===== src/rtl/prc_regs.vh =====
// Purpose: Offsets, field positions, reset values and timing counts of the rail control bank
// Assumes: 8-bit subaddressed register access, 100 MHz core clock
// Notes:   Definitions only
`ifndef PRC_REGS_VH
`define PRC_REGS_VH

`define PRC_ADDR_SUSPEND_FLAGS   8'h07
`define PRC_ADDR_KEY             8'h10
`define PRC_ADDR_CONV_EN         8'h11
`define PRC_ADDR_SW_EN           8'h12
`define PRC_ADDR_CFG1            8'h13
`define PRC_ADDR_CFG2            8'h14

`define PRC_RST_SUSPEND_FLAGS    8'h00
`define PRC_RST_CONV_EN          8'h00
`define PRC_RST_SW_EN            8'h00
`define PRC_RST_CFG1             8'h08
`define PRC_RST_CFG2             8'hc0

`define PRC_MASK_CONV_EN         8'h3f
`define PRC_MASK_SW_EN           8'h7f
`define PRC_MASK_CFG1            8'hff
`define PRC_MASK_CFG2            8'hcf
`define PRC_SEQ_CONV_MASK        8'h1f
`define PRC_SEQ_SW_MASK          8'h03

`define PRC_KEY_VALUE            8'h7d

`define PRC_BIT_CONV_FIVE        4
`define PRC_BIT_CONV_SIX         5
`define PRC_BIT_OUT_ONE          4
`define PRC_BIT_OUT_TWO          5
`define PRC_BIT_OUT_THREE        6
`define PRC_BIT_RESET_TIME       7
`define PRC_BIT_OUT_TWO_BUF      6
`define PRC_BIT_PIN_ONE_SEL      5
`define PRC_BIT_PG_DELAY_HI      4
`define PRC_BIT_PG_DELAY_LO      3
`define PRC_BIT_SENSITIVITY      2
`define PRC_BIT_UVLO_HI          1
`define PRC_BIT_UVLO_LO          0
`define PRC_BIT_WARM_RESET       7
`define PRC_BIT_HYSTERESIS       6

`define PRC_CLK_HZ               100000000
`define PRC_PB_SHORT_S           8
`define PRC_PB_LONG_S            15
`define PRC_PG_DLY0_MS           10
`define PRC_PG_DLY1_MS           20
`define PRC_PG_DLY2_MS           50
`define PRC_PG_DLY3_MS           150
`define PRC_MS_CYCLES            (`PRC_CLK_HZ / 1000)

`endif


===== src/rtl/prc_pg_delay.v =====
// Purpose: Power-good rising-edge delay with selectable length
// Assumes: raw power-good is synchronous to clk
// Notes:   Falling edge passes through in one cycle
`timescale 1ns/10ps
`include "prc_regs.vh"
module prc_pg_delay #(
  parameter [31:0] DLY0 = `PRC_PG_DLY0_MS * `PRC_MS_CYCLES,
  parameter [31:0] DLY1 = `PRC_PG_DLY1_MS * `PRC_MS_CYCLES,
  parameter [31:0] DLY2 = `PRC_PG_DLY2_MS * `PRC_MS_CYCLES,
  parameter [31:0] DLY3 = `PRC_PG_DLY3_MS * `PRC_MS_CYCLES
) (
  input  wire       clk,
  input  wire       rst_b,
  input  wire [1:0] delay_sel,
  input  wire       pg_raw,
  output reg        pg_out
);

  reg  [31:0] count;
  reg  [31:0] limit;

  always @*
  begin
    case (delay_sel)
      2'b00:   limit = DLY0;
      2'b01:   limit = DLY1;
      2'b10:   limit = DLY2;
      default: limit = DLY3;
    endcase
  end

  always @(posedge clk or negedge rst_b)
  begin
    if (!rst_b)
    begin
      count  <= 32'h0000_0000;
      pg_out <= 1'b0;
    end
    else if (!pg_raw)
    begin
      // Falls immediately, no delay on the way down
      count  <= 32'h0000_0000;
      pg_out <= 1'b0;
    end
    else if (!pg_out)
    begin
      if (count + 32'h0000_0001 >= limit)
        pg_out <= 1'b1;
      else
        count <= count + 32'h0000_0001;
    end
  end

endmodule // prc_pg_delay


===== src/rtl/prc_rail_ctrl.v =====
// Purpose: Rail enable, suspend flag and configuration register bank of a power manager
// Assumes: serial bus front end delivers one-cycle read/write strobes with subaddress
// Notes:   Sequencer, seal state and power state arrive as synchronous inputs
`timescale 1ns/10ps
`include "prc_regs.vh"
module prc_rail_ctrl #(
  parameter [7:0]  KEY_VALUE  = `PRC_KEY_VALUE,
  parameter [39:0] PB_SHORT   = `PRC_PB_SHORT_S * `PRC_CLK_HZ,
  parameter [39:0] PB_LONG    = `PRC_PB_LONG_S * `PRC_CLK_HZ,
  parameter [31:0] PG_DLY0    = `PRC_PG_DLY0_MS * `PRC_MS_CYCLES,
  parameter [31:0] PG_DLY1    = `PRC_PG_DLY1_MS * `PRC_MS_CYCLES,
  parameter [31:0] PG_DLY2    = `PRC_PG_DLY2_MS * `PRC_MS_CYCLES,
  parameter [31:0] PG_DLY3    = `PRC_PG_DLY3_MS * `PRC_MS_CYCLES
) (
  input  wire       clk,
  input  wire       rst_b,
  input  wire       reg_wr,
  input  wire       reg_rd,
  input  wire [7:0] reg_addr,
  input  wire [7:0] reg_wdata,
  output reg  [7:0] reg_rdata,
  output reg        reg_wr_done,
  input  wire       fresh_seal,
  input  wire       seal_break_req,
  input  wire       in_suspend,
  input  wire       wake_from_suspend,
  input  wire       seq_update,
  input  wire [7:0] seq_conv_enables,
  input  wire [7:0] seq_sw_enables,
  input  wire       push_button,
  input  wire       pg_raw,
  input  wire       general_pin_one_in,
  input  wire       general_pin_three_in,
  output reg        general_pin_one_out,
  output reg        general_pin_one_oe,
  output reg        general_output_two,
  output reg        general_output_two_oe,
  output reg        general_output_three,
  output reg        conv_warm_reset,
  output reg  [5:0] converter_enables_out,
  output reg  [3:0] switch_regulator_enables_out,
  output reg        power_good,
  output reg        pb_reset,
  output reg        key_match_seen,
  output reg        seal_break_go,
  output reg        default_program_go,
  output reg  [1:0] power_good_delay,
  output reg        tight_supervision,
  output reg  [1:0] lockout_threshold,
  output reg        lockout_hysteresis,
  output reg  [1:0] switch_three_limit,
  output reg  [1:0] switch_two_limit
);

  localparam [2:0] ST_LOCKED   = 3'b001;
  localparam [2:0] ST_UNLOCKED = 3'b010;
  localparam [2:0] ST_ARMED    = 3'b100;

  reg  [7:0]  rail_suspend_flags;
  reg  [7:0]  converter_enables;
  reg  [7:0]  switch_regulator_output_enables;
  reg  [7:0]  supervisor_pin_config;
  reg  [7:0]  switch_limit_lockout_config;
  reg  [7:0]  susp_snapshot;
  reg  [2:0]  key_state;
  reg  [39:0] pb_count;
  reg  [7:0]  next_converter_enables;
  reg  [7:0]  next_rdata;
  reg  [2:0]  next_key_state;
  wire        wr_prot;
  wire        key_ok;
  wire        pin_one_select;
  wire [7:0]  flag_live;
  wire [39:0] pb_limit;
  wire        pg_delayed;

  assign pin_one_select = supervisor_pin_config[`PRC_BIT_PIN_ONE_SEL];
  assign key_ok         = (key_state == ST_UNLOCKED);
  // Any protected write consumes the unlock, whether or not it lands
  assign wr_prot        = reg_wr && (reg_addr >= `PRC_ADDR_CONV_EN)
                          && (reg_addr <= `PRC_ADDR_CFG2);

  // Live enable states mapped into flag byte order
  assign flag_live = {switch_regulator_output_enables[`PRC_BIT_OUT_THREE],
                      switch_regulator_output_enables[`PRC_BIT_OUT_TWO],
                      switch_regulator_output_enables[`PRC_BIT_OUT_ONE],
                      switch_regulator_output_enables[0],
                      converter_enables[3:0]};

  // Key sequencer: write key, then one protected write; writing key again arms
  always @*
  begin
    next_key_state = key_state;
    case (key_state)
      ST_LOCKED:
        if (reg_wr && reg_addr == `PRC_ADDR_KEY && reg_wdata == KEY_VALUE)
          next_key_state = ST_UNLOCKED;
      ST_UNLOCKED:
        if (reg_wr && reg_addr == `PRC_ADDR_KEY)
          next_key_state = (reg_wdata == KEY_VALUE) ? ST_ARMED : ST_LOCKED;
        else if (wr_prot)
          next_key_state = ST_LOCKED;
      ST_ARMED:
        if (reg_wr)
          next_key_state = ST_LOCKED;
      default:
        next_key_state = ST_LOCKED;
    endcase
  end

  // Backup converters cannot be turned off by a host write while the seal is intact
  always @*
  begin
    next_converter_enables = reg_wdata & `PRC_MASK_CONV_EN;
    if (fresh_seal)
    begin
      if (converter_enables[`PRC_BIT_CONV_FIVE])
        next_converter_enables[`PRC_BIT_CONV_FIVE] = 1'b1;
      if (converter_enables[`PRC_BIT_CONV_SIX])
        next_converter_enables[`PRC_BIT_CONV_SIX] = 1'b1;
    end
  end

  always @*
  begin
    case (reg_addr)
      `PRC_ADDR_SUSPEND_FLAGS: next_rdata = rail_suspend_flags;
      `PRC_ADDR_KEY:           next_rdata = 8'h00;
      `PRC_ADDR_CONV_EN:       next_rdata = converter_enables;
      `PRC_ADDR_SW_EN:         next_rdata = switch_regulator_output_enables;
      `PRC_ADDR_CFG1:          next_rdata = supervisor_pin_config;
      `PRC_ADDR_CFG2:          next_rdata = switch_limit_lockout_config;
      default:                 next_rdata = 8'h00;
    endcase
  end

  always @(posedge clk or negedge rst_b)
  begin
    if (!rst_b)
    begin
      key_state                       <= ST_LOCKED;
      converter_enables               <= `PRC_RST_CONV_EN;
      switch_regulator_output_enables <= `PRC_RST_SW_EN;
      supervisor_pin_config           <= `PRC_RST_CFG1;
      switch_limit_lockout_config     <= `PRC_RST_CFG2;
      rail_suspend_flags              <= `PRC_RST_SUSPEND_FLAGS;
      susp_snapshot                   <= 8'h00;
      reg_rdata                       <= 8'h00;
      reg_wr_done                     <= 1'b0;
      key_match_seen                  <= 1'b0;
      seal_break_go                   <= 1'b0;
      default_program_go              <= 1'b0;
    end
    else
    begin
      key_state          <= next_key_state;
      reg_wr_done        <= reg_wr;
      key_match_seen     <= key_ok;
      seal_break_go      <= key_ok && seal_break_req && !fresh_seal;
      default_program_go <= (key_state == ST_ARMED) && wr_prot;
      if (reg_rd)
        reg_rdata <= next_rdata;
      if (in_suspend)
        susp_snapshot <= flag_live;
      // Power-up from off leaves reset zeros; only a suspend wake loads flags
      if (wake_from_suspend)
        rail_suspend_flags <= susp_snapshot;
      // Sequencer has priority over a host write in the same cycle
      if (seq_update)
      begin
        converter_enables <= (converter_enables & ~`PRC_SEQ_CONV_MASK)
                             | (seq_conv_enables & `PRC_SEQ_CONV_MASK);
        switch_regulator_output_enables <=
          (switch_regulator_output_enables & ~`PRC_SEQ_SW_MASK)
          | (seq_sw_enables & `PRC_SEQ_SW_MASK);
      end
      else if (wr_prot && key_ok)
      begin
        case (reg_addr)
          `PRC_ADDR_CONV_EN:
            converter_enables <= next_converter_enables;
          `PRC_ADDR_SW_EN:
            switch_regulator_output_enables <= reg_wdata & `PRC_MASK_SW_EN;
          `PRC_ADDR_CFG1:
            supervisor_pin_config <= reg_wdata & `PRC_MASK_CFG1;
          `PRC_ADDR_CFG2:
            switch_limit_lockout_config <= reg_wdata & `PRC_MASK_CFG2;
          default:
            key_state <= next_key_state;
        endcase
      end
    end
  end

  // Pins and rail outputs, all registered
  always @(posedge clk or negedge rst_b)
  begin
    if (!rst_b)
    begin
      general_pin_one_out          <= 1'b0;
      general_pin_one_oe           <= 1'b1;
      general_output_two           <= 1'b0;
      general_output_two_oe        <= 1'b1;
      general_output_three         <= 1'b0;
      conv_warm_reset              <= 1'b0;
      converter_enables_out        <= 6'h00;
      switch_regulator_enables_out <= 4'h0;
      power_good_delay             <= 2'b01;
      tight_supervision            <= 1'b0;
      lockout_threshold            <= 2'b00;
      lockout_hysteresis           <= 1'b1;
      switch_three_limit           <= 2'b00;
      switch_two_limit             <= 2'b00;
    end
    else
    begin
      converter_enables_out        <= converter_enables[5:0];
      switch_regulator_enables_out <= switch_regulator_output_enables[3:0];
      if (pin_one_select)
      begin
        // Pin one is an input steering output two as memory reset
        general_pin_one_out <= 1'b0;
        general_pin_one_oe  <= 1'b0;
        general_output_two  <= general_pin_one_in;
      end
      else
      begin
        // Open drain: drive only the low level
        general_pin_one_out <= 1'b0;
        general_pin_one_oe  <= ~switch_regulator_output_enables[`PRC_BIT_OUT_ONE];
        general_output_two  <= switch_regulator_output_enables[`PRC_BIT_OUT_TWO];
      end
      // Open-drain two drives only when low; push-pull always drives
      if (supervisor_pin_config[`PRC_BIT_OUT_TWO_BUF])
        general_output_two_oe <= 1'b1;
      else
        general_output_two_oe <= pin_one_select ? ~general_pin_one_in
                                 : ~switch_regulator_output_enables[`PRC_BIT_OUT_TWO];
      if (switch_limit_lockout_config[`PRC_BIT_WARM_RESET])
      begin
        conv_warm_reset      <= general_pin_three_in;
        general_output_three <= 1'b0;
      end
      else
      begin
        conv_warm_reset      <= 1'b0;
        general_output_three <= switch_regulator_output_enables[`PRC_BIT_OUT_THREE];
      end
      power_good_delay   <= supervisor_pin_config[`PRC_BIT_PG_DELAY_HI:`PRC_BIT_PG_DELAY_LO];
      tight_supervision  <= supervisor_pin_config[`PRC_BIT_SENSITIVITY];
      lockout_threshold  <= supervisor_pin_config[`PRC_BIT_UVLO_HI:`PRC_BIT_UVLO_LO];
      lockout_hysteresis <= switch_limit_lockout_config[`PRC_BIT_HYSTERESIS];
      switch_three_limit <= switch_limit_lockout_config[3:2];
      switch_two_limit   <= switch_limit_lockout_config[1:0];
    end
  end

  // Push-button hold timer; long presses here can run for seconds
  assign pb_limit = supervisor_pin_config[`PRC_BIT_RESET_TIME] ? PB_LONG : PB_SHORT;

  always @(posedge clk or negedge rst_b)
  begin
    if (!rst_b)
    begin
      pb_count <= 40'h00_0000_0000;
      pb_reset <= 1'b0;
    end
    else if (!push_button)
    begin
      pb_count <= 40'h00_0000_0000;
      pb_reset <= 1'b0;
    end
    else if (pb_count + 40'h00_0000_0001 >= pb_limit)
      pb_reset <= 1'b1;
    else
      pb_count <= pb_count + 40'h00_0000_0001;
  end

  prc_pg_delay #(
    .DLY0 (PG_DLY0),
    .DLY1 (PG_DLY1),
    .DLY2 (PG_DLY2),
    .DLY3 (PG_DLY3)
  ) u_pg_delay (
    .clk       (clk),
    .rst_b     (rst_b),
    .delay_sel (supervisor_pin_config[`PRC_BIT_PG_DELAY_HI:`PRC_BIT_PG_DELAY_LO]),
    .pg_raw    (pg_raw),
    .pg_out    (pg_delayed)
  );

  always @(posedge clk or negedge rst_b)
  begin
    if (!rst_b)
      power_good <= 1'b0;
    else
      power_good <= pg_delayed;
  end

endmodule // prc_rail_ctrl


===== config.mk =====
export PLATFORM = sky130hd
export DESIGN_NAME = prc_rail_ctrl
export DESIGN_NICKNAME = d
export VERILOG_FILES = /design/src/rtl/prc_pg_delay.v /design/src/rtl/prc_rail_ctrl.v
export VERILOG_INCLUDE_DIRS = /design/src /design/src/rtl
export SDC_FILE = /design/constraint.sdc
export NUM_CORES = 1
export LEC_CHECK = 0
export BUFFER_PORTS_ARGS = -buffer_cell sky130_fd_sc_hd__buf_4
export CORE_ASPECT_RATIO = 0.75
export CORE_MARGIN = 2
export CORE_UTILIZATION = 64
export DETAILED_ROUTE_END_ITERATION = 6
export GPL_ROUTABILITY_DRIVEN = 0
export HOLD_SLACK_MARGIN = 0.03
export PLACE_DENSITY = 0.85
export SLEW_MARGIN = 30
export SYNTH_ARGS = -nofsm -noshare
export SYNTH_HDL_FRONTEND = slang
export SYNTH_SLANG_ARGS = --single-unit

===== constraint.sdc =====
create_clock -name clk -period 8.45 [get_ports clk]
set_clock_uncertainty 0.1 [all_clocks]
set_input_delay 1.69 -clock clk [delete_from_list [all_inputs] [get_ports clk]]
set_output_delay 1.69 -clock clk [all_outputs]
set_load 0.005 [all_outputs]

==> flow_summary.html, run 1 <==
<table>
<tr><th>Metric</th><th>Value</th></tr>
<tr><th colspan="2">Run status</th></tr>
<tr><td>Status</td><td>complete, but fails checks</td></tr>
<tr><td>Failing checks</td><td>DRC</td></tr>
<tr><th colspan="2">Timing</th></tr>
<tr><td>Achievable clock frequency</td><td>0.185 GHz</td></tr>
<tr><td>Final number of max-transition violations</td><td>0</td></tr>
<tr><td>Unrepaired setup endpoints after global routing</td><td>no</td></tr>
<tr><td>Number of hold violations in the final report</td><td>0</td></tr>
<tr><td>Setup TNS</td><td>0 ps</td></tr>
<tr><td>Post-layout minimum cycle time</td><td>5410 ps</td></tr>
<tr><td>Count of endpoints failing setup in the final report</td><td>0</td></tr>
<tr><td>Final period utilization</td><td>64.1%</td></tr>
<tr><td>Worst Tran Pin Value</td><td>1010 ps</td></tr>
<tr><td>Relative max-transition margin</td><td>32.6%</td></tr>
<tr><th colspan="2">Setup path</th></tr>
<tr><td>Critical Path, Cell by Cell</td><td>ha_1 -&gt; nand4_2 -&gt; nor4_2 -&gt; nand2_1 -&gt; nor3_1 -&gt; nand2_1 -&gt; xnor2_1 -&gt; ha_1 -&gt; and4b_1 -&gt; o21ai_1 -&gt; nor2_1 -&gt; or3_1 -&gt; a21o_1 -&gt; buf_4 -&gt; or4_1 -&gt; a21oi_1</td></tr>
<tr><td>Slowest library cell on the worst path</td><td>or3_1</td></tr>
<tr><td>Endpoint of the worst register-to-register path</td><td>pb_count[14]</td></tr>
<tr><td>Crit path kind</td><td>flop to flop</td></tr>
<tr><td>Start point of the critical path</td><td>pb_count[0]</td></tr>
<tr><td>Worst-case register-to-register setup slack</td><td>3040 ps</td></tr>
<tr><td>Number of cells on the worst reg-to-reg path</td><td>16</td></tr>
<tr><td>Required time of the critical path</td><td>8700 ps</td></tr>
<tr><td>CP endpoint</td><td>pb_count[14]</td></tr>
<tr><td>Start of the worst register-to-register path</td><td>pb_count[0]</td></tr>
<tr><td>Element type at the critical path end</td><td>flop</td></tr>
<tr><td>Maximum fanout along the worst path</td><td>44</td></tr>
<tr><td>Delay contributed by the slowest stage of the critical path</td><td>630 ps</td></tr>
<tr><td>Arrival time reported for the critical path endpoint</td><td>5660 ps</td></tr>
<tr><td>CP startpoint kind</td><td>flop</td></tr>
<tr><th colspan="2">Finish</th></tr>
<tr><td>Post-layout util</td><td>75.6%</td></tr>
<tr><td>Net count of the finished layout</td><td>984</td></tr>
<tr><td>Fraction of layout instances using a drive strength above 1</td><td>18.5%</td></tr>
<tr><td>Commonest non-fill, non-tap cells in the layout</td><td>150 x dfrtp_1, 79 x buf_4, 55 x nand2_1</td></tr>
<tr><td>Filler-free cell count of the finished design</td><td>1,090</td></tr>
<tr><td>Area added between synthesis and finish</td><td>14.7%</td></tr>
<tr><td>Number of inserted diodes</td><td>0</td></tr>
<tr><td>Most common library cell in the layout ignoring fill and taps</td><td>dfrtp_1</td></tr>
<tr><th colspan="2">Placement</th></tr>
<tr><td>Count of port buffers added during placement</td><td>74</td></tr>
<tr><td>Detailed Place HPWL</td><td>13,900 um</td></tr>
<tr><td>Placed cells</td><td>1,058</td></tr>
<tr><th colspan="2">Logic synthesis</th></tr>
<tr><td>Count of flip-flops with a built-in enable after synthesis</td><td>0</td></tr>
<tr><td>Number of storage elements in the synthesis netlist</td><td>158</td></tr>
<tr><td>Cell count after synthesis</td><td>851</td></tr>
<tr><td>Most used DFF post-synth</td><td>dfrtp_1</td></tr>
<tr><td>Post-synthesis area per instance</td><td>10.1 um2</td></tr>
<tr><td>Number of library cell types mapped by synthesis</td><td>72</td></tr>
<tr><td>Main area contributors after synthesis</td><td>dfrtp_1 44%, ha_1 4.8%, xnor2_1 4.8%</td></tr>
<tr><td>Number of nets produced by synthesis</td><td>929</td></tr>
<tr><td>Fraction of registers with async set or reset after synthesis</td><td>100%</td></tr>
<tr><td>Most area-hungry cell type in the Yosys netlist</td><td>dfrtp_1</td></tr>
<tr><td>Count of warnings emitted by yosys</td><td>0</td></tr>
<tr><td>Netlist area before placement</td><td>0.00862 mm2</td></tr>
<tr><td>Proportion of synthesized chip area in sequential cells</td><td>46.0%</td></tr>
<tr><td>Share of the synthesized area in the top cell type</td><td>43.6%</td></tr>
<tr><th colspan="2">CTS</th></tr>
<tr><td>CTS HTree Levels</td><td>4</td></tr>
<tr><td>TritonCTS clock tree</td><td>yes</td></tr>
<tr><td>Count of hold buffers inserted by post-cts repair</td><td>0</td></tr>
<tr><td>Sink count of the clock tree</td><td>158</td></tr>
<tr><td>Clock insertion delay at the later pin of the skew report</td><td>440 ps</td></tr>
<tr><td>Worst-path clk slew</td><td>70 ps</td></tr>
<tr><td>CTS-repair resized insts</td><td>0</td></tr>
<tr><td>Post CTS Setup Buffer Count</td><td>0</td></tr>
<tr><td>Clock tree root driver cell</td><td>clkbuf_16</td></tr>
<tr><td>Buffer depth of the longest clock path</td><td>2</td></tr>
<tr><td>TritonCTS Buffers</td><td>17</td></tr>
<tr><th colspan="2">Pwr</th></tr>
<tr><td>Max VDD drop</td><td>0.146 mV</td></tr>
<tr><td>Pleak</td><td>4.57 nW</td></tr>
<tr><td>Final Total Pwr</td><td>1.64 mW</td></tr>
<tr><td>Power density over cell area</td><td>166 mW/mm2</td></tr>
<tr><th colspan="2">GRT</th></tr>
<tr><td>Met3 GRT Util</td><td>6.73%</td></tr>
<tr><td>Number of global-route vias before repair</td><td>7,055</td></tr>
<tr><td>Fraction of met1 tracks used by global routing</td><td>41.9%</td></tr>
<tr><td>Largest net degree at the start of global routing</td><td>92</td></tr>
<tr><td>Overall overflow remaining after global route</td><td>0</td></tr>
<tr><td>First-pass GRT wire length</td><td>34,900 um</td></tr>
<tr><td>Number of antenna violations at the first check in global routing</td><td>0</td></tr>
<tr><td>Total global routing track utilization</td><td>30.5%</td></tr>
<tr><td>Met2 usage</td><td>47.9%</td></tr>
<tr><td>Top Usage Layer GRT</td><td>met2</td></tr>
<tr><th colspan="2">Detailed routing</th></tr>
<tr><td>Routed WL</td><td>20,900 um</td></tr>
<tr><td>Starting DRT DRC Count</td><td>619</td></tr>
<tr><td>Post-DR wirelength/cell</td><td>19.2 um</td></tr>
<tr><td>Final ANT Viol Nets</td><td>0</td></tr>
<tr><td>Number of iterations in the first detailed-routing pass</td><td>7</td></tr>
<tr><td>Vias per std cell</td><td>6.53</td></tr>
<tr><td>Via count of the routed design</td><td>7,115</td></tr>
<tr><td>Post-route DRC violation count</td><td>34</td></tr>
<tr><th colspan="2">Floorplanning</th></tr>
<tr><td>DIE AREA</td><td>0.0144 mm2</td></tr>
<tr><td>Number of placement rows</td><td>36</td></tr>
<tr><td>Die boundary width</td><td>138 um</td></tr>
<tr><td>Initial standard-cell utilization of the core</td><td>66.0%</td></tr>
<tr><td>Vertical die dimension</td><td>104 um</td></tr>
<tr><td>Area inside the core boundary</td><td>0.0131 mm2</td></tr>
<tr><td>Ports placed on the boundary</td><td>85</td></tr>
<tr><th colspan="2">Hold path</th></tr>
<tr><td>Startpoint of the tightest hold check path</td><td>switch_limit_lockout_config[6]</td></tr>
<tr><td>Hold Path Class</td><td>flop to flop</td></tr>
<tr><th colspan="2">Job</th></tr>
<tr><td>Max-cap violations</td><td>0</td></tr>
</table>
[registers in the layout, indices dropped and copies added (netlist names), 2 cells and up]
register and flops:
switch_limit_lockout_config 6, reg_rdata 8, switch_regulator_enables_out 4, supervisor_pin_config 8
key_state 3, susp_snapshot 8, converter_enables 6, lockout_threshold 2
switch_regulator_output_enables 7, power_good_delay 2, pb_count 40, switch_two_limit 2
switch_three_limit 2, rail_suspend_flags 8, u_pg_delay.count 32, converter_enables_out 6
[layer usage]
layer  vias up  routed length (um)
li1       3220                   -
met1      3581                8970
met2       278               10200
met3        36                1420
met4         0                 357
met5         -                   0
[synthesized netlist by cell type, drive strengths merged, types with 4 or more instances]
library cell and instances:
a211oi 9, nand2b 5, nand3 54, and4 8, o22ai 6, nand4 20
o211ai 9, o21a 15, nor3 17, mux2i 7, nor2b 6, xnor2 47
and2 25, or3 14, dfstp 8, a22o 5, a222oi 5, dfrtp 150
nor4 11, a22oi 5, a21oi 23, a21boi 5, ha 33, nand3b 4
clkbuf 33, buf 12, o31ai 5, o31a 4, a31oi 10, a21o 6
nor3b 5, nand2 56, o21ai 34, nor2 46, and3 38, inv 23
xor2 20, or4 9, mux2 36
[worst min path at each step]
stage | slack, ps | endpoint | cells past startpoint
floorplan | 250 | power_good | 0
global placement | 270 | lockout_hysteresis | 0
detailed placement | 270 | lockout_hysteresis | 0
CTS | 290 | lockout_hysteresis | 0
global route | 290 | lockout_hysteresis | 0
finish | 290 | lockout_hysteresis | 0
[report_power, final]
| part | internal (mW) | switching, mW | total [mW] |
|---|---|---|---|
| clock network | 0.403 | 0.374 | 0.777 |
| logic | 0.0313 | 0.0430 | 0.0742 |
| registers | 0.773 | 0.0131 | 0.786 |
[per-stage QoR]
step           hold WS [ps]  cell area [um2]  setup WS, ps
6_report                290             9880          3040
5_1_grt                 293             9880          2650
4_1_cts                 286             9860          2840
3_5_place_dp            274             9260          2880
3_3_place_gp            275             9250          3050
2_1_floorplan           255             8620          3940
[area by class of cell]
class,count,area [um2]
Tap cell,171,214
Sequential cell,158,3960
Inverter,23,86.3
Multi-Input combinational cell,625,4390
Clock inverter,15,181
Clock buffer,17,425
Fill cell,858,3180
Timing Repair Buffer,81,616
[worst max-delay path: cells and delay by family, from the launching register on]
kind,cells,cell delay (ps)
buf+inv,1,280
fa+ha+maj,2,640
flops,1,500
xor+xnor,1,200
compound gates,3,600
simple gates,9,2980
[cell families (layout without fill, tap and decap cells)]
| logic type | Yosys count | in the layout | share of synthesized area (%) |
|---|---|---|---|
| AOI/OAI and AO/OA | 158 | 158 | 12.8 |
| xor gates and xnor gates | 67 | 67 | 6.81 |
| adders and majority gates | 34 | 34 | 4.91 |
| buffers and inverters | 68 | 136 | 3.27 |
| DFF | 158 | 158 | 46.0 |
| muxes | 43 | 43 | 5.52 |
| other | 1 | 1 | 0.0435 |
| and+or+nand+nor | 322 | 322 | 20.7 |
(Power assumes the default switching activity.)
==> inputs of run 2 (changes only) <==
- CORE_UTILIZATION: 64 -> 60
- PLACE_DENSITY: 0.85 -> 0.81
- clock period: 8.45 -> 5.4 ns (I/O delays scaled with it)
==> flow_summary.html, run 2 (synthesis results as in run 1) <==
<table>
<tr><th>Metric</th><th>Value</th></tr>
<tr><th colspan="2">Pwr</th></tr>
<tr><td>Sequential share of power</td><td>47.9%</td></tr>
<tr><td>Pleak</td><td>4.59 nW</td></tr>
<tr><td>Switching power of the nets</td><td>0.635 mW</td></tr>
<tr><td>Cell-internal power</td><td>1.94 mW</td></tr>
<tr><td>Sw Ratio</td><td>24.7%</td></tr>
<tr><td>Proportion of power drawn by combinational gates</td><td>4.6%</td></tr>
<tr><td>Power density over cell area</td><td>259 mW/mm2</td></tr>
<tr><td>Clock power share</td><td>47.5%</td></tr>
<tr><td>Max VDD drop</td><td>0.208 mV</td></tr>
<tr><th colspan="2">Finish</th></tr>
<tr><td>Largest register by flop count</td><td>pb_count</td></tr>
<tr><td>Final instance area</td><td>0.00994 mm2</td></tr>
<tr><td>Post-layout util</td><td>71.6%</td></tr>
<tr><td>Fraction of layout instances using a drive strength above 1</td><td>18.9%</td></tr>
<tr><td>Largest regs</td><td>pb_count: 40 flops, u_pg_delay.count: 32 flops</td></tr>
<tr><td>Area added between synthesis and finish</td><td>15.4%</td></tr>
<tr><td>Net count of the finished layout</td><td>989</td></tr>
<tr><td>Number of inserted diodes</td><td>0</td></tr>
<tr><td>Commonest non-fill, non-tap cells in the layout</td><td>150 x dfrtp_1, 83 x buf_4, 55 x nand2_1</td></tr>
<tr><td>Max FFs per register</td><td>40</td></tr>
<tr><td>Filler-free cell count of the finished design</td><td>1,099</td></tr>
<tr><td>Most common library cell in the layout ignoring fill and taps</td><td>dfrtp_1</td></tr>
<tr><th colspan="2">Detailed routing</th></tr>
<tr><td>Wire length the detailed router placed on met1</td><td>8960 um</td></tr>
<tr><td>Starting DRT DRC Count</td><td>708</td></tr>
<tr><td>Vias per std cell</td><td>6.29</td></tr>
<tr><td>Routed WL</td><td>20,100 um</td></tr>
<tr><td>Met2 wirelength from detailed routing</td><td>9790 um</td></tr>
<tr><td>Detailed route wirelength on metal3</td><td>1130 um</td></tr>
<tr><td>Post-route DRC violation count</td><td>0</td></tr>
<tr><td>Final ANT Viol Nets</td><td>0</td></tr>
<tr><td>Post-DR wirelength/cell</td><td>18.3 um</td></tr>
<tr><td>Number of iterations in the first detailed-routing pass</td><td>5</td></tr>
<tr><td>Highest routed layer</td><td>met4</td></tr>
<tr><td>Via count of the routed design</td><td>6,911</td></tr>
<tr><th colspan="2">Setup path</th></tr>
<tr><td>Start point of the critical path</td><td>pb_count[0]</td></tr>
<tr><td>CP endpoint</td><td>pb_count[14]</td></tr>
<tr><td>CP startpoint kind</td><td>flop</td></tr>
<tr><td>Arrival time reported for the critical path endpoint</td><td>5160 ps</td></tr>
<tr><td>Required time of the critical path</td><td>5640 ps</td></tr>
<tr><td>Endpoint of the worst register-to-register path</td><td>pb_count[14]</td></tr>
<tr><td>CP Buf/Inv Count</td><td>2</td></tr>
<tr><td>Delay contributed by the slowest stage of the critical path</td><td>610 ps</td></tr>
<tr><td>Critical Path, Cell by Cell</td><td>ha_1 -&gt; nand4_2 -&gt; nor4_1 -&gt; buf_4 -&gt; nand2_1 -&gt; nor3_2 -&gt; nand2_1 -&gt; xnor2_1 -&gt; ha_1 -&gt; and4b_1 -&gt; o21ai_1 -&gt; nor2_1 -&gt; or3_1 -&gt; a21o_1 -&gt; buf_12 -&gt; or4_1 -&gt; a21oi_1</td></tr>
<tr><td>Crit path kind</td><td>flop to flop</td></tr>
<tr><td>Number of cells on the worst reg-to-reg path</td><td>17</td></tr>
<tr><td>Worst-case register-to-register setup slack</td><td>480 ps</td></tr>
<tr><td>Slowest library cell on the worst path</td><td>or3_1</td></tr>
<tr><td>Start of the worst register-to-register path</td><td>pb_count[0]</td></tr>
<tr><td>Maximum fanout along the worst path</td><td>45</td></tr>
<tr><td>Element type at the critical path end</td><td>flop</td></tr>
<tr><td>Family with the most delay on the worst path</td><td>simple AND/OR/NAND/NOR gates</td></tr>
<tr><td>Count of cell instances traversed by the critical path</td><td>17</td></tr>
<tr><th colspan="2">Floorplanning</th></tr>
<tr><td>DIE AREA</td><td>0.0153 mm2</td></tr>
<tr><td>Number of placement rows</td><td>37</td></tr>
<tr><td>Vertical die dimension</td><td>108 um</td></tr>
<tr><td>Ports placed on the boundary</td><td>85</td></tr>
<tr><td>Die boundary width</td><td>142 um</td></tr>
<tr><td>Initial standard-cell utilization of the core</td><td>62.0%</td></tr>
<tr><td>Area inside the core boundary</td><td>0.0139 mm2</td></tr>
<tr><th colspan="2">CTS</th></tr>
<tr><td>TritonCTS Buffers</td><td>17</td></tr>
<tr><td>Count of hold buffers inserted by post-cts repair</td><td>0</td></tr>
<tr><td>Worst-path clk slew</td><td>70 ps</td></tr>
<tr><td>CTS HTree Levels</td><td>4</td></tr>
<tr><td>Clock insertion delay at the later pin of the skew report</td><td>430 ps</td></tr>
<tr><td>Clock tree root driver cell</td><td>clkbuf_16</td></tr>
<tr><td>Buffer depth of the longest clock path</td><td>2</td></tr>
<tr><td>CTS-repair resized insts</td><td>0</td></tr>
<tr><td>TritonCTS clock tree</td><td>yes</td></tr>
<tr><td>Sink count of the clock tree</td><td>158</td></tr>
<tr><td>Post CTS Setup Buffer Count</td><td>0</td></tr>
<tr><th colspan="2">Hold path</th></tr>
<tr><td>Startpoint of the tightest hold check path</td><td>switch_limit_lockout_config[6]</td></tr>
<tr><td>Hold Path Class</td><td>flop to flop</td></tr>
<tr><th colspan="2">Run status</th></tr>
<tr><td>Status</td><td>finished clean</td></tr>
<tr><th colspan="2">Placement</th></tr>
<tr><td>Detailed Place HPWL</td><td>13,700 um</td></tr>
<tr><td>Placed inst area</td><td>0.00930 mm2</td></tr>
<tr><td>Placed cells</td><td>1,066</td></tr>
<tr><td>Count of port buffers added during placement</td><td>74</td></tr>
<tr><th colspan="2">Timing</th></tr>
<tr><td>Final number of max-transition violations</td><td>0</td></tr>
<tr><td>Unrepaired setup endpoints after global routing</td><td>no</td></tr>
<tr><td>Post-layout minimum cycle time</td><td>4920 ps</td></tr>
<tr><td>Setup TNS</td><td>0 ps</td></tr>
<tr><td>Worst Tran Pin Value</td><td>769 ps</td></tr>
<tr><td>Relative max-transition margin</td><td>48.5%</td></tr>
<tr><td>Number of hold violations in the final report</td><td>0</td></tr>
<tr><td>Achievable clock frequency</td><td>0.203 GHz</td></tr>
<tr><td>Final period utilization</td><td>91.2%</td></tr>
<tr><td>Count of endpoints failing setup in the final report</td><td>0</td></tr>
<tr><th colspan="2">GRT</th></tr>
<tr><td>Number of global-route vias before repair</td><td>6,883</td></tr>
<tr><td>Number of antenna violations at the first check in global routing</td><td>0</td></tr>
<tr><td>Total global routing track utilization</td><td>27.7%</td></tr>
<tr><td>Largest net degree at the start of global routing</td><td>123</td></tr>
<tr><td>Overall overflow remaining after global route</td><td>0</td></tr>
<tr><td>First-pass GRT wire length</td><td>33,700 um</td></tr>
<tr><th colspan="2">Job</th></tr>
<tr><td>Max-cap violations</td><td>0</td></tr>
</table>
## run 2: worst min path at each step
| stage | end | slack, ps | cells after the start |
|---|---|---|---|
| finish | lockout_hysteresis | 290 | 0 |
| global placement | lockout_hysteresis | 280 | 0 |
| detailed placement | lockout_hysteresis | 280 | 0 |
| CTS | lockout_hysteresis | 290 | 0 |
| global route | lockout_hysteresis | 300 | 0 |
| floorplan | power_good | 250 | 0 |
## run 2: power by group through the flow
stage | clock network (mW) | registers [mW] | logic [mW]
2_1_floorplan | 0 | 1.25 | 0.0450
3_3_place_gp | 0 | 1.25 | 0.112
3_5_place_dp | 0 | 1.25 | 0.117
4_1_cts | 1.23 | 1.23 | 0.118
5_1_grt | 1.29 | 1.23 | 0.132
6_report | 1.22 | 1.23 | 0.119
## run 2: cell type report
cell class	instances	area [um2]
flip-flops and latches	158	3960
clock inverters	14	164
inverters	23	86.3
well taps	175	219
fillers	928	3950
clock buffers	18	439
multi-input cells	625	4380
repair buffers	86	686
## run 2: stage by stage
step,hold slack (ps),worst slack (ps),power [mW]
2_1_floorplan,255,895,1.29
3_3_place_gp,275,598,1.36
3_5_place_dp,282,486,1.37
4_1_cts,292,383,2.58
5_1_grt,301,131,2.65
6_report,291,478,2.57
## run 2: metal layers
| layer | vias to the layer above | track usage (%) |
|---|---|---|
| met5 | - | 0 |
| li1 | 3236 | - |
| met2 | 215 | 45.2 |
| met3 | 25 | 5.87 |
| met1 | 3435 | 37.4 |
| met4 | 0 | 8.98 |
==> inputs of run 3 (changes only) <==
- ABC_AREA: default -> 1
- PLACE_DENSITY: 0.81 -> 0.8
- clock period: 5.4 -> 4.8 ns (I/O delays scaled with it)
==> flow_summary.html, run 3 <==
<table>
<tr><th>Metric</th><th>Value</th></tr>
<tr><th colspan="2">Detailed routing</th></tr>
<tr><td>Vias per std cell</td><td>5.77</td></tr>
<tr><td>Post-route DRC violation count</td><td>0</td></tr>
<tr><td>Post-DR wirelength/cell</td><td>16.1 um</td></tr>
<tr><td>Starting DRT DRC Count</td><td>935</td></tr>
<tr><td>Final ANT Viol Nets</td><td>0</td></tr>
<tr><td>Via count of the routed design</td><td>8,826</td></tr>
<tr><td>Routed WL</td><td>24,700 um</td></tr>
<tr><td>Number of iterations in the first detailed-routing pass</td><td>6</td></tr>
<tr><th colspan="2">Timing</th></tr>
<tr><td>Achievable clock frequency</td><td>0.255 GHz</td></tr>
<tr><td>Setup TNS</td><td>0 ps</td></tr>
<tr><td>Final-layout worst hold slack</td><td>282 ps</td></tr>
<tr><td>Number of hold violations in the final report</td><td>0</td></tr>
<tr><td>Worst Tran Pin Value</td><td>923 ps</td></tr>
<tr><td>Final number of max-transition violations</td><td>0</td></tr>
<tr><td>Count of endpoints failing setup in the final report</td><td>0</td></tr>
<tr><td>Setup slack after layout</td><td>876 ps</td></tr>
<tr><td>Unrepaired setup endpoints after global routing</td><td>no</td></tr>
<tr><td>Relative max-transition margin</td><td>38.3%</td></tr>
<tr><td>Final period utilization</td><td>81.8%</td></tr>
<tr><td>Post-layout minimum cycle time</td><td>3920 ps</td></tr>
<tr><th colspan="2">Pwr</th></tr>
<tr><td>Max VDD drop</td><td>0.218 mV</td></tr>
<tr><td>Power density over cell area</td><td>282 mW/mm2</td></tr>
<tr><td>Pleak</td><td>5.22 nW</td></tr>
<tr><th colspan="2">Setup path</th></tr>
<tr><td>Element type at the critical path end</td><td>flop</td></tr>
<tr><td>Delay contributed by the slowest stage of the critical path</td><td>440 ps</td></tr>
<tr><td>Required time of the critical path</td><td>5050 ps</td></tr>
<tr><td>Start of the worst register-to-register path</td><td>pb_count[0]</td></tr>
<tr><td>Number of cells on the worst reg-to-reg path</td><td>18</td></tr>
<tr><td>Endpoint of the worst register-to-register path</td><td>pb_count[31]</td></tr>
<tr><td>Worst-case register-to-register setup slack</td><td>880 ps</td></tr>
<tr><td>CP endpoint</td><td>pb_count[31]</td></tr>
<tr><td>Start point of the critical path</td><td>pb_count[0]</td></tr>
<tr><td>Crit path kind</td><td>flop to flop</td></tr>
<tr><td>Critical Path, Cell by Cell</td><td>ha_1 -&gt; nand2_1 -&gt; nor2_4 -&gt; nand2_2 -&gt; nor3_1 -&gt; xnor2_1 -&gt; inv_1 -&gt; ha_1 -&gt; nand2_1 -&gt; inv_1 -&gt; nand3_1 -&gt; o21ai_0 -&gt; nor2_1 -&gt; nand2_1 -&gt; nand2_2 -&gt; nand2_4 -&gt; nand2_2 -&gt; nor2_1</td></tr>
<tr><td>Family with the most delay on the worst path</td><td>simple AND/OR/NAND/NOR gates</td></tr>
<tr><td>CP Buf/Inv Count</td><td>2</td></tr>
<tr><td>CP startpoint kind</td><td>flop</td></tr>
<tr><td>Maximum fanout along the worst path</td><td>32</td></tr>
<tr><td>Slowest library cell on the worst path</td><td>nor3_1</td></tr>
<tr><td>Arrival time reported for the critical path endpoint</td><td>4180 ps</td></tr>
<tr><td>Count of cell instances traversed by the critical path</td><td>18</td></tr>
<tr><th colspan="2">CTS</th></tr>
<tr><td>TritonCTS clock tree</td><td>yes</td></tr>
<tr><td>Clock insertion delay at the later pin of the skew report</td><td>430 ps</td></tr>
<tr><td>Sink count of the clock tree</td><td>158</td></tr>
<tr><td>Buffer depth of the longest clock path</td><td>2</td></tr>
<tr><td>Clock tree root driver cell</td><td>clkbuf_16</td></tr>
<tr><td>Worst-path clk slew</td><td>80 ps</td></tr>
<tr><td>CTS HTree Levels</td><td>4</td></tr>
<tr><td>Count of hold buffers inserted by post-cts repair</td><td>0</td></tr>
<tr><td>CTS-repair resized insts</td><td>0</td></tr>
<tr><td>TritonCTS Buffers</td><td>17</td></tr>
<tr><td>Post CTS Setup Buffer Count</td><td>0</td></tr>
<tr><th colspan="2">Logic synthesis</th></tr>
<tr><td>Fraction of registers with async set or reset after synthesis</td><td>100%</td></tr>
<tr><td>Cell count after synthesis</td><td>1,251</td></tr>
<tr><td>Post-synthesis area per instance</td><td>7.40 um2</td></tr>
<tr><td>Count of flip-flops with a built-in enable after synthesis</td><td>0</td></tr>
<tr><td>Number of library cell types mapped by synthesis</td><td>46</td></tr>
<tr><td>Multiplexer share of the synthesized area</td><td>0.486%</td></tr>
<tr><td>Most used DFF post-synth</td><td>dfrtp_1</td></tr>
<tr><td>Most used standard cell by instance count after synthesis</td><td>nand2_1</td></tr>
<tr><td>Share of the synthesized area in the top cell type</td><td>40.5%</td></tr>
<tr><td>Compound-Gate Fraction of Synth Area</td><td>6.00%</td></tr>
<tr><td>Share of synthesized cell area in full adder, half adder and majority cells</td><td>4.46%</td></tr>
<tr><td>Number of nets produced by synthesis</td><td>1,329</td></tr>
<tr><td>Number of storage elements in the synthesis netlist</td><td>158</td></tr>
<tr><td>Most frequent cells after synthesis</td><td>364 x nand2_1, 167 x nor2_1, 150 x dfrtp_1</td></tr>
<tr><td>Dominant combinational cell family by area after synthesis</td><td>simple AND/OR/NAND/NOR gates</td></tr>
<tr><td>Most area-hungry cell type in the Yosys netlist</td><td>dfrtp_1</td></tr>
<tr><td>Proportion of synthesized chip area in sequential cells</td><td>42.8%</td></tr>
<tr><td>Main area contributors after synthesis</td><td>dfrtp_1 41%, nand2_1 15%, nor2_1 6.8%</td></tr>
<tr><td>Count of warnings emitted by yosys</td><td>0</td></tr>
<tr><td>Xor and xnor area share after synthesis</td><td>3.50%</td></tr>
<tr><td>Basic-gate share of the synthesized area counting and, or, nand and nor cells</td><td>35.2%</td></tr>
<tr><td>Netlist area before placement</td><td>0.00926 mm2</td></tr>
<tr><th colspan="2">GRT</th></tr>
<tr><td>Number of antenna violations at the first check in global routing</td><td>0</td></tr>
<tr><td>Largest net degree at the start of global routing</td><td>96</td></tr>
<tr><td>First-pass GRT wire length</td><td>41,200 um</td></tr>
<tr><td>Total global routing track utilization</td><td>31.3%</td></tr>
<tr><td>Number of global-route vias before repair</td><td>8,239</td></tr>
<tr><td>Overall overflow remaining after global route</td><td>0</td></tr>
<tr><th colspan="2">Finish</th></tr>
<tr><td>Number of inserted diodes</td><td>0</td></tr>
<tr><td>Net count of the finished layout</td><td>1,390</td></tr>
<tr><td>Most common library cell in the layout ignoring fill and taps</td><td>nand2_1</td></tr>
<tr><td>Max FFs per register</td><td>40</td></tr>
<tr><td>Fraction of layout instances using a drive strength above 1</td><td>10.6%</td></tr>
<tr><td>Largest register by flop count</td><td>pb_count</td></tr>
<tr><td>Largest regs</td><td>pb_count: 40 flops, u_pg_delay.count: 32 flops</td></tr>
<tr><td>Layout fillers</td><td>1,237</td></tr>
<tr><td>Commonest non-fill, non-tap cells in the layout</td><td>364 x nand2_1, 167 x nor2_1, 150 x dfrtp_1</td></tr>
<tr><td>Area added between synthesis and finish</td><td>14.0%</td></tr>
<tr><td>Post-layout util</td><td>69.6%</td></tr>
<tr><th colspan="2">Floorplanning</th></tr>
<tr><td>Vertical die dimension</td><td>112 um</td></tr>
<tr><td>Number of placement rows</td><td>39</td></tr>
<tr><td>Area inside the core boundary</td><td>0.0152 mm2</td></tr>
<tr><td>Ports placed on the boundary</td><td>85</td></tr>
<tr><td>Die boundary width</td><td>147 um</td></tr>
<tr><td>DIE AREA</td><td>0.0165 mm2</td></tr>
<tr><td>Initial standard-cell utilization of the core</td><td>61.0%</td></tr>
<tr><th colspan="2">Run status</th></tr>
<tr><td>Status</td><td>finished clean</td></tr>
<tr><th colspan="2">Hold path</th></tr>
<tr><td>Startpoint of the tightest hold check path</td><td>switch_limit_lockout_config[6]</td></tr>
<tr><td>Hold Path Class</td><td>flop to flop</td></tr>
<tr><th colspan="2">Job</th></tr>
<tr><td>Max-cap violations</td><td>0</td></tr>
<tr><th colspan="2">Placement</th></tr>
<tr><td>Count of port buffers added during placement</td><td>74</td></tr>
<tr><td>Worst setup timing slack at the placement stage</td><td>1020 ps</td></tr>
<tr><td>Detailed Place HPWL</td><td>17,600 um</td></tr>
</table>
## run 3: cell types whose count changed in the layout (fill, tap and decap cells not counted), moves of 29 or more
cell     before  now
nand2_1      55  364
nor2_1       46  167
inv_1        23  135
nand3_1      54  108
nand4_1      19   72
and3_1       38    1
mux2_2       36    4
xnor2_1      47   18
## run 3: cell families after synthesis
family	count (synthesis)
other	1
and+or+nand+nor	753
adders and majority gates	33
DFF	158
xor gates and xnor gates	37
buffers and inverters	172
AOI/OAI and AO/OA	93
muxes	4
## run 3: power by group
group | switching [mW] | internal, mW | total (mW) | leakage [nW]
Sequential | 0.0311 | 1.38 | 1.41 | 2.11
Clock | 0.663 | 0.710 | 1.37 | 0.296
Combinational | 0.122 | 0.0724 | 0.195 | 2.81
Total | 0.817 | 2.16 | 2.98 | 5.22
## run 3: metrics by stage
step                      cells  cell area, um2  power, mW
after global routing       1530           10600       3.09
after CTS                  1530           10600       2.99
after floorplan            1251            9260       1.52
after detailed placement   1498            9940       1.63
after global placement     1498            9940       1.62
final                      1530           10600       2.98
## run 3: per-layer routing
| metal | vias to the layer above | part of all wire (%) | GRT usage (%) |
|---|---|---|---|
| met5 | - | 0 | 0 |
| met4 | 0 | 1.9 | 9.36 |
| met3 | 45 | 10 | 7.13 |
| met2 | 446 | 43 | 46.0 |
| met1 | 4138 | 45 | 46.5 |
| li1 | 4197 | - | - |
## run 3: worst min path at each step
stage | to | slack [ps] | cells after the start
final | lockout_hysteresis | 280 | 0
after global placement | converter_enables_out[1] | 270 | 0
after detailed placement | lockout_hysteresis | 270 | 0
after CTS | lockout_hysteresis | 280 | 0
after global routing | lockout_hysteresis | 290 | 0
after floorplan | converter_enables_out[1] | 250 | 0
## run 3: layout make-up
| type | count | area, um2 | area share, % |
|---|---|---|---|
| Tap cell | 205 | 256 | 2.43 |
| Timing Repair Buffer | 79 | 609 | 5.77 |
| Sequential cell | 158 | 3960 | 37.6 |
| Inverter | 135 | 507 | 4.80 |
| Clock inverter | 15 | 190 | 1.80 |
| Multi-Input combinational cell | 921 | 4600 | 43.6 |
| Clock buffer | 17 | 425 | 4.03 |
## run 3: worst reg2reg max path: stages, from the launching register on
cell and delay [ps]:
dfrtp_1 420, ha_1 370, nand2_1 190, nor2_4 270
nand2_2 180, nor3_1 440, xnor2_1 180, inv_1 80
ha_1 270, nand2_1 50, inv_1 70, nand3_1 70
o21ai_0 160, nor2_1 70, nand2_1 130, nand2_2 100
nand2_4 320, nand2_2 220, nor2_1 170
